## config.mk

```make
export PLATFORM = sky130hd
export DESIGN_NAME = switch_drop_stats_irq
export DESIGN_NICKNAME = d
export VERILOG_FILES = /design/src/logic/drop_stats_pkg.sv /design/src/logic/switch_drop_stats_irq.sv
export SDC_FILE = /design/constraint.sdc
export NUM_CORES = 1
export LEC_CHECK = 0
export ABC_AREA = 1
export ABC_CLOCK_PERIOD_IN_PS = 2670
export BUFFER_PORTS_ARGS = -buffer_cell sky130_fd_sc_hd__buf_2
export CORE_UTILIZATION = 45
export CTS_BUF_LIST = sky130_fd_sc_hd__clkbuf_4 sky130_fd_sc_hd__clkbuf_8 sky130_fd_sc_hd__clkbuf_16
export CTS_CLUSTER_SIZE = 40
export DETAILED_ROUTE_END_ITERATION = 8
export MAX_ROUTING_LAYER = met4
export PLACE_DENSITY = 0.66
export RECOVER_POWER = 100
export SKIP_LAST_GASP = 1
export SYNTH_ARGS = -nofsm -noshare
export SYNTH_HDL_FRONTEND = slang
export SYNTH_SLANG_ARGS = --single-unit
```

## constraint.sdc

```tcl
create_clock -name mclk -period 2.67 [get_ports mclk]
set_input_delay 0.1335 -clock mclk [delete_from_list [all_inputs] [get_ports mclk]]
set_output_delay 0.1335 -clock mclk [all_outputs]
set_load 0.01 [all_outputs]
```

## src/logic/drop_stats_pkg.sv

```systemverilog
// Purpose: shared constants and types for the drop statistics block
// Assumes: registers are word wide, byte address is four times the index
// Notes:   field positions and reason codes of the pending status word
package drop_stats_pkg;

  // register indexes, byte address is index times four
  localparam logic [13:0] IDX_CNT0    = 14'h1c16;
  localparam logic [13:0] IDX_CNT1    = 14'h1c17;
  localparam logic [13:0] IDX_CNT2    = 14'h1c18;
  localparam logic [13:0] IDX_MASK    = 14'h1c20;
  localparam logic [13:0] IDX_PEND    = 14'h1c21;

  // reset values and counter top
  localparam logic [31:0] CNT_RESET   = 32'h0000_0000;
  localparam logic [31:0] CNT_MAX     = 32'hffff_ffff;
  localparam logic        MASK_RESET  = 1'b1;

  // mask and pending word field positions
  localparam int          MASK_BIT    = 0;
  localparam int          A_VALID_BIT = 0;
  localparam int          A_PORT_LSB  = 1;
  localparam int          A_RSN_LSB   = 3;
  localparam int          B_PEND_BIT  = 7;
  localparam int          B_PORT_LSB  = 8;
  localparam int          B_RSN_LSB   = 10;

  // source port codes
  localparam logic [1:0]  PORT_0      = 2'h0;
  localparam logic [1:0]  PORT_1      = 2'h1;
  localparam logic [1:0]  PORT_2      = 2'h2;
  localparam logic [1:0]  PORT_RSVD   = 2'h3;

  // drop reason codes
  typedef enum logic [3:0] {
    RSN_BCAST_LEVEL = 4'h0,
    RSN_RED         = 4'h1,
    RSN_NO_BUFFER   = 4'h2,
    RSN_NO_DESC     = 4'h3,
    RSN_NO_DEST     = 4'h4,
    RSN_RX_ERROR    = 4'h5,
    RSN_DROP_LEVEL  = 4'h6,
    RSN_YELLOW      = 4'h9
  } drop_reason_t;

  // one dropped packet as reported by the buffer manager, also a slot
  typedef struct packed {
    logic       valid;
    logic [1:0] port;
    logic [3:0] reason;
  } drop_event_t;

endpackage

```

## src/logic/switch_drop_stats_irq.sv

```systemverilog
// Purpose: per-port rate drop counters, drop capture slots and mask
// Assumes: classic wishbone slave, drop events come from mclk logic
// Notes:   one cycle answer, read side effects act on the ack edge
// Operation
// - per-port counter of rate-limit drops
// - counters reset zero, cleared by read
// - counter saturates at all ones
// - mask bit, set at reset, blocks interrupt
// - mask never blocks status capture
// - two capture slots A and B, B fills only while A is full
// - slot A valid bit0, reason 6:3, port 2:1
// - slot B pending bit7, reason 13:10, port 9:8
// - port codes 00,01,10; 11 never reported
// - reasons 0000 broadcast level, 0100 no destination
// - reasons 0001 red and 1001 yellow
// - reasons 0010 no buffer, 0011 no descriptor
// - reasons 0101 rx error, 0110 level; others reserved
// - pending fields reset zero, cleared by read
`timescale 1ns/100ps
module switch_drop_stats_irq
  import drop_stats_pkg::*;
#(
  parameter int NUM_PORTS = 3,
  parameter int CNT_W     = 32
) (
  input  wire logic        mclk,
  input  wire logic        rstn,
  input  wire logic        cyc,
  input  wire logic        stb,
  input  wire logic        we,
  input  wire logic [15:0] adr,
  input  wire logic [3:0]  sel,
  input  wire logic [31:0] dat_w,
  output logic      [31:0] dat_r,
  output logic             ack,
  input  wire drop_event_t drop,
  output logic             irq_req
);

  logic [CNT_W-1:0] cnt      [NUM_PORTS];
  logic [CNT_W-1:0] next_cnt [NUM_PORTS];
  drop_event_t      slot_a;
  drop_event_t      slot_b;
  drop_event_t      next_slot_a;
  drop_event_t      next_slot_b;
  logic             mask;
  logic             next_mask;
  logic             next_ack;
  logic [31:0]      next_dat_r;
  logic             req;
  logic             rd;
  logic [13:0]      idx;
  logic             clr_pend;
  logic             ev_ok;
  logic             ev_rate;

  // only defined reasons may reach the status slots
  function automatic logic legal_reason(input logic [3:0] r);
    case (r)
      RSN_BCAST_LEVEL, RSN_NO_DEST:            legal_reason = 1'b1;
      RSN_RED, RSN_YELLOW:                     legal_reason = 1'b1;
      RSN_NO_BUFFER, RSN_NO_DESC:              legal_reason = 1'b1;
      RSN_RX_ERROR, RSN_DROP_LEVEL:            legal_reason = 1'b1;
      default:                                 legal_reason = 1'b0;
    endcase
  endfunction

  // counter step that sticks at the top
  function automatic logic [CNT_W-1:0] sat_inc(input logic [CNT_W-1:0] v);
    if (v == CNT_MAX[CNT_W-1:0]) begin
      sat_inc = v;
    end else begin
      sat_inc = v + 1'b1;
    end
  endfunction

  // pending word layout, fields above 13 read as zero
  function automatic logic [31:0] pack_pending(input drop_event_t a, input drop_event_t b);
    logic [31:0] w;
    w = 32'h0000_0000;
    w[A_VALID_BIT]              = a.valid;
    w[A_PORT_LSB +: 2]          = a.port;
    w[A_RSN_LSB +: 4]           = a.reason;
    w[B_PEND_BIT]               = b.valid;
    w[B_PORT_LSB +: 2]          = b.port;
    w[B_RSN_LSB +: 4]           = b.reason;
    pack_pending = w;
  endfunction

  // bus decode, shared by both groups
  assign req      = cyc & stb & ~ack;
  assign rd       = req & ~we;
  assign idx      = adr[15:2];
  assign clr_pend = rd & (idx == IDX_PEND);
  // reserved port code is never captured nor counted
  assign ev_ok    = drop.valid & (drop.port != PORT_RSVD) & legal_reason(drop.reason);
  assign ev_rate  = ev_ok & ((drop.reason == RSN_RED) | (drop.reason == RSN_YELLOW));

  // bus answer and mask register
  always_comb begin
    next_ack   = req;
    next_mask  = mask;
    next_dat_r = 32'h0000_0000;
    if (req & we & (idx == IDX_MASK) & sel[0]) begin
      next_mask = dat_w[MASK_BIT];
    end
    if (rd) begin
      case (idx)
        IDX_CNT0: next_dat_r = 32'(cnt[0]);
        IDX_CNT1: next_dat_r = 32'(cnt[1]);
        IDX_CNT2: next_dat_r = 32'(cnt[2]);
        IDX_MASK: next_dat_r = {31'h0000_0000, mask};
        IDX_PEND: next_dat_r = pack_pending(slot_a, slot_b);
        default:  next_dat_r = 32'h0000_0000;
      endcase
    end
  end

  always_ff @(posedge mclk or negedge rstn) begin
    if (!rstn) begin
      ack   <= 1'b0;
      dat_r <= 32'h0000_0000;
      mask  <= MASK_RESET;
    end else begin
      ack   <= next_ack;
      dat_r <= next_dat_r;
      mask  <= next_mask;
    end
  end

  // counters and slots; a drop in the clearing cycle survives the clear
  always_comb begin
    drop_event_t a;
    drop_event_t b;
    a = slot_a;
    b = slot_b;
    for (int p = 0; p < NUM_PORTS; p++) begin
      next_cnt[p] = cnt[p];
      if (rd & (idx == IDX_CNT0 + 14'(p))) begin
        next_cnt[p] = CNT_RESET[CNT_W-1:0];
      end
      if (ev_rate & (drop.port == 2'(p))) begin
        next_cnt[p] = sat_inc(next_cnt[p]);
      end
    end
    if (clr_pend) begin
      a = '0;
      b = '0;
    end
    // capture ignores the mask on purpose
    if (ev_ok & ~a.valid) begin
      a = drop;
    end else if (ev_ok & ~b.valid) begin
      b = drop;
    end
    next_slot_a = a;
    next_slot_b = b;
  end

  always_ff @(posedge mclk or negedge rstn) begin
    if (!rstn) begin
      for (int p = 0; p < NUM_PORTS; p++) begin
        cnt[p] <= CNT_RESET[CNT_W-1:0];
      end
      slot_a <= '0;
      slot_b <= '0;
    end else begin
      for (int p = 0; p < NUM_PORTS; p++) begin
        cnt[p] <= next_cnt[p];
      end
      slot_a <= next_slot_a;
      slot_b <= next_slot_b;
    end
  end

  // request line, derived only from flops
  assign irq_req = (slot_a.valid | slot_b.valid) & ~mask;
endmodule

```

# Yosys cells after proc, flatten, opt, wreduce, memory -nomap -nowiden
# Memories as Yosys holds them, arrays and structs flattened.
# Index checks and enable logic that the tools add are counted.
[word_totals]
out_inout_bits = 34
wordCells = 73
mem_count = 1
romBits = 16
mem_bits_rw = 0
inputBits = 64
ff_bits = 144
latch_bits = 0
[classes]
multipliers = 0
shifts = 0
eq_ne = 13
magnitude_cmp = 0
n_mux = 16
div = 0
bitwise = 26
n_reduce_logical = 2
add_sub_neg = 3
[memory_table]
columns = ["memory", "words", "word_bits", "read_ports", "rd_clocked_by_memory_dff", "write_ports", "line_no", "rtl"]
rows = [
  ["(name not given)", 16, 1, 1, 0, 0, "switch_drop_stats_irq.sv:59", "case (r)"],
]
[ops]
columns = ["op", "n"]
rows = [
  ["32-bit 2-to-1 mux", 10],
  ["32-bit case mux with 5 select lines", 1],
  ["32-bit by 1-bit adder with 32-bit output (second input constant)", 3],
  ["32-bit == test (second input constant)", 3],
  ["14-bit by 13-bit == test with 1-bit output (second input constant)", 5],
  ["7-bit 2-to-1 mux", 5],
  ["1-bit AND", 19],
  ["1-bit inverter", 5],
  ["4-bit by 1-bit == test with 1-bit output (second input constant)", 1],
  ["4-bit == test (second input constant)", 1],
  ["2-bit by 1-bit == test with 1-bit output (second input constant)", 1],
  ["2-bit == test (second input constant)", 1],
  ["2-bit zero test", 1],
  ["2-bit != test (second input constant)", 1],
  ["1-bit bitwise OR", 2],
  ["2-bit nonzero test", 1],
]

# Depth between registers and ports, before layout
[logic_depth]
word_depth = 9
mapped_depth = 24
depth_no_buf = 20

# Least setup slack after synthesis
# Ideal clock, no wire load.
[synth_timing]
kind = "reg-to-reg"
from = "register ack"
to = "register cnt[5] in the netlist's numbering"
slack_ps = -157
synth_period_minus_slack_ps = 2827
stages_incl_launch_ff = 21
setup_ps = 120
path_buffers = 5
required_ps = 2550
arrival_ps = 2707
cell_sequence = "dfrtp_1 > nand3b_4 > nor2_4 > nand3_4 > buf_6 > buf_4 > buf_2 > buf_2 > nand2_1 > inv_1 > ha_1 > nand2_1 > inv_1 > nand3_1 > nor2_1 > nand2_1 > nor2_2 > nand3_2 > buf_6 > a21boi_0 > nor2_1"
[synth_rtl]
columns = ["element", "line_no", "rtl"]
rows = [
  ["from (decl)", "switch_drop_stats_irq.sv:35", "output logic ack,"],
  ["from (signal assigned)", "switch_drop_stats_irq.sv:125", "ack <= next_ack;"],
  ["to (signal, indexed assignment)", "switch_drop_stats_irq.sv:163", "cnt[p] <= CNT_RESET[CNT_W-1:0];"],
  ["to (signal, indexed assignment)", "switch_drop_stats_irq.sv:169", "cnt[p] <= next_cnt[p];"],
  ["to (decl)", "switch_drop_stats_irq.sv:40", "logic [CNT_W-1:0] cnt [NUM_PORTS];"],
]

==> flow_summary.ini <==
[synthesis]
synthTopCellsByCount = nand2_1, inv_1, nor2_1
yosysTopAreaCellShare = 0.367
syn-cell-area_um2 = 9760
yosys.area.top_type = dfrtp_1
synth_edf_count = 0
yosysUniqueCellTypes = 39
synthArstFlopShare = 1.00
yosysMostFrequentCell = nand2_1
synthFlopType = dfrtp_1
synth_fp_nets = 1506
syn_inst = 1439
netlist_top_cells_area = dfrtp_1, nand2_1, nand3_1, inv_1, nor2_1
yosysWarnings = 0
seq_area_frac_synth = 0.369
syn_area_per_cell_um2 = 6.78
ys_ff_latch = 144

[worst_setup_path]
endpoint = cnt[83]
ff2ff_path_depth = 17
crit_arrival_ns = 2.82
cp.required_ns = 3.00
rr_startpoint = ack
ff2ff_setup_slack_ns = 0.19
r2r-end = cnt[83]
worstSetupPathType = flip-flop to flip-flop
end_kind = flip-flop
critPathLaunch = ack
startpoint_type = flip-flop
path_max_fanout = 13

[detailed_routing]
vias_per_cell = 5.31
drc = 0
drt_iter0_drc = 801
wl_per_cell_um = 15.8
drtAntennaViolNets = 0
firstDrtPassIters = 8
routed_wl_mm = 28.4
vias = 9533

[clock_tree]
htree_levels = 4
insertion_delay_ns = 0.44
post_cts_buffers = 0
cts_buffers = 17
cts_tree = yes
cts_max_path_buffers = 2
cts_sinks = 144
cts_root_buf = clkbuf_16
path_clk_slew_ns = 0.07

[final_layout]
seq_area_um2 = 3600
synthToLayoutAreaGrowth_pct = 11.5
final_util = 0.515
final_cell_count_no_fill = 1794
fin_area_um2 = 10900
drive_gt1_frac = 0.0962
nets = 1572
num-fill-cells = 2101
multi_input_area_um2 = 5060

[floorplan]
die_h_um = 149
start_util = 0.462
rows = 53
core_um2 = 21200
die_x_um = 149
ios = 98
die_area_um2 = 22300

[place]
io_buffer_count = 61
dpl_cell_area_um2 = 10300
place_congestion = 0.936
dp.cells = 1751
dp.final_hpwl_mm = 21.4

[pwr]
switching_power_mw = 1.38
leakage_nw = 5.55
clockPowerShare = 0.453
finalPower_mw = 5.03
p_sw_frac = 0.274
powerDensity_nw_per_um2 = 462
power.internal_mw = 3.65
seqPwrFrac = 0.480
pwr-share-comb = 0.067
peakVddDrop_mv = 0.276

[timing]
hold_viol_final = 0
worst_pin_slew_ns = 2.01
period_share = 0.931
min_period_ns = 2.48
max-slew-margin-rel = -0.338
finalSetupViolations = 0
max_freq_mhz = 402
slew_viol_final = 77
fin_skew_ns = 0.0145
rsz0062_at_grt = true

[global_route]
grt_max_degree = 78
grt_pass1_vias = 8492
grt_use_total = 0.273
antenna_found_initial = 1
grt_pass1_wl_mm = 44.9
grt-ovfl-total = 0

[outcome]
status = finished with violations
violations = max-capacitance violations, max-slew violations

[min_path]
hp-class = input pin to flip-flop

[job]
cap_violations = 1
-- power groups by stage --
stage,Clock [mW],Combinational (mW),Sequential (mW)
detailed placement,0,0.336,2.45
finish,2.28,0.339,2.42
floorplan,0,0.219,2.40
global route,2.40,0.391,2.42
CTS,2.31,0.348,2.41
global placement,0,0.324,2.45
-- cell usage in the layout (no fill, tap or decap), types with 4 or more instances in the layout --
master / n
clkinvlp_4: 4
buf_4: 14
inv_1: 200
a31oi_1: 11
buf_12: 4
a221oi_1: 17
nand3_1: 151
nand3b_1: 25
dfrtp_1: 143
o21ai_0: 32
nand2_2: 10
nor2_2: 19
xnor2_1: 5
nor2_4: 5
clkbuf_16: 17
nand3_4: 5
nand2_1: 450
buf_2: 27
a21oi_1: 8
nand4_1: 43
inv_2: 4
nor2_1: 186
dlygate4sd3_1: 8
a22o_1: 11
xor2_1: 20
nor3_1: 13
clkbuf_1: 37
nand3_2: 17
-- per-layer routing --
layer	GRT usage	up-vias	share of wire
met5	-	-	0
met4	0.0964	0	0.029
met3	0.0450	58	0.059
met2	0.427	305	0.46
met1	0.356	4457	0.45
li1	-	4713	-
-- how the worst min path moves through the flow --
stage / from / endpoint / cells after the start
floorplan: rstn / ack / 0
global placement: rstn / slot_a[6] / 1
detailed placement: rstn / slot_a[6] / 1
CTS: drop[1] / slot_b[1] / 3
global route: drop[1] / slot_a[1] / 3
finish: drop[1] / slot_a[1] / 3
-- kinds of logic after synthesis --
logic type | Yosys count | synth area share
flops | 144 | 0.369
buf+inv | 253 | 0.115
compound gates | 86 | 0.0578
fa+ha+maj | 3 | 0.00385
simple gates | 928 | 0.432
xor+xnor | 25 | 0.0224
-- state kept, by name, indices dropped and copies added (netlist names) --
name    cells
slot_a      7
dat_r      32
mask        1
cnt        96
slot_b      7
ack         1
-- worst max-delay path, cell delays in order, from the launching register on --
cell and delay (ns):
dfrtp_1 0.34, nand3b_4 0.14, nor2_4 0.07, nand3_4 0.10, nand2_1 0.08, inv_1 0.07
ha_1 0.18, nand2_1 0.06, inv_1 0.11, nand3_2 0.10, nor2_2 0.22, nand2_2 0.11
nor2_4 0.22, nand3_2 0.31, nand2_1 0.14, nand2_1 0.05, nand2_1 0.05, inv_1 0.04
-- repair_timing --
action	4_1_cts	5_1_grt
hold buffers	8	0
resized for setup	0	1
endpoints found under the setup margin	0	8
endpoints found under the hold margin	81	0
-- through the flow --
| step | setup TNS, ns | setup WS (ns) | hold slack, ns |
|---|---|---|---|
| after floorplan | -0.0333 | -0.00620 | -0.162 |
| after global placement | 0 | 0.268 | 0.233 |
| after detailed placement | 0 | 0.210 | 0.235 |
| after CTS | 0 | 0.191 | 0.000940 |
| after global routing | -0.414 | -0.0572 | 0.0293 |
| final | 0 | 0.185 | 0.0358 |
-- area by class of cell --
type,instances,area share
clock buffers,17,0.0391
well taps,275,0.0316
clock inverters,15,0.0116
flip-flops and latches,144,0.331
multi-input cells,1044,0.465
diodes,1,0.000230
repair buffers,92,0.0507
inverters,206,0.0710
Note: power is estimated with default switching activity, not from simulation.
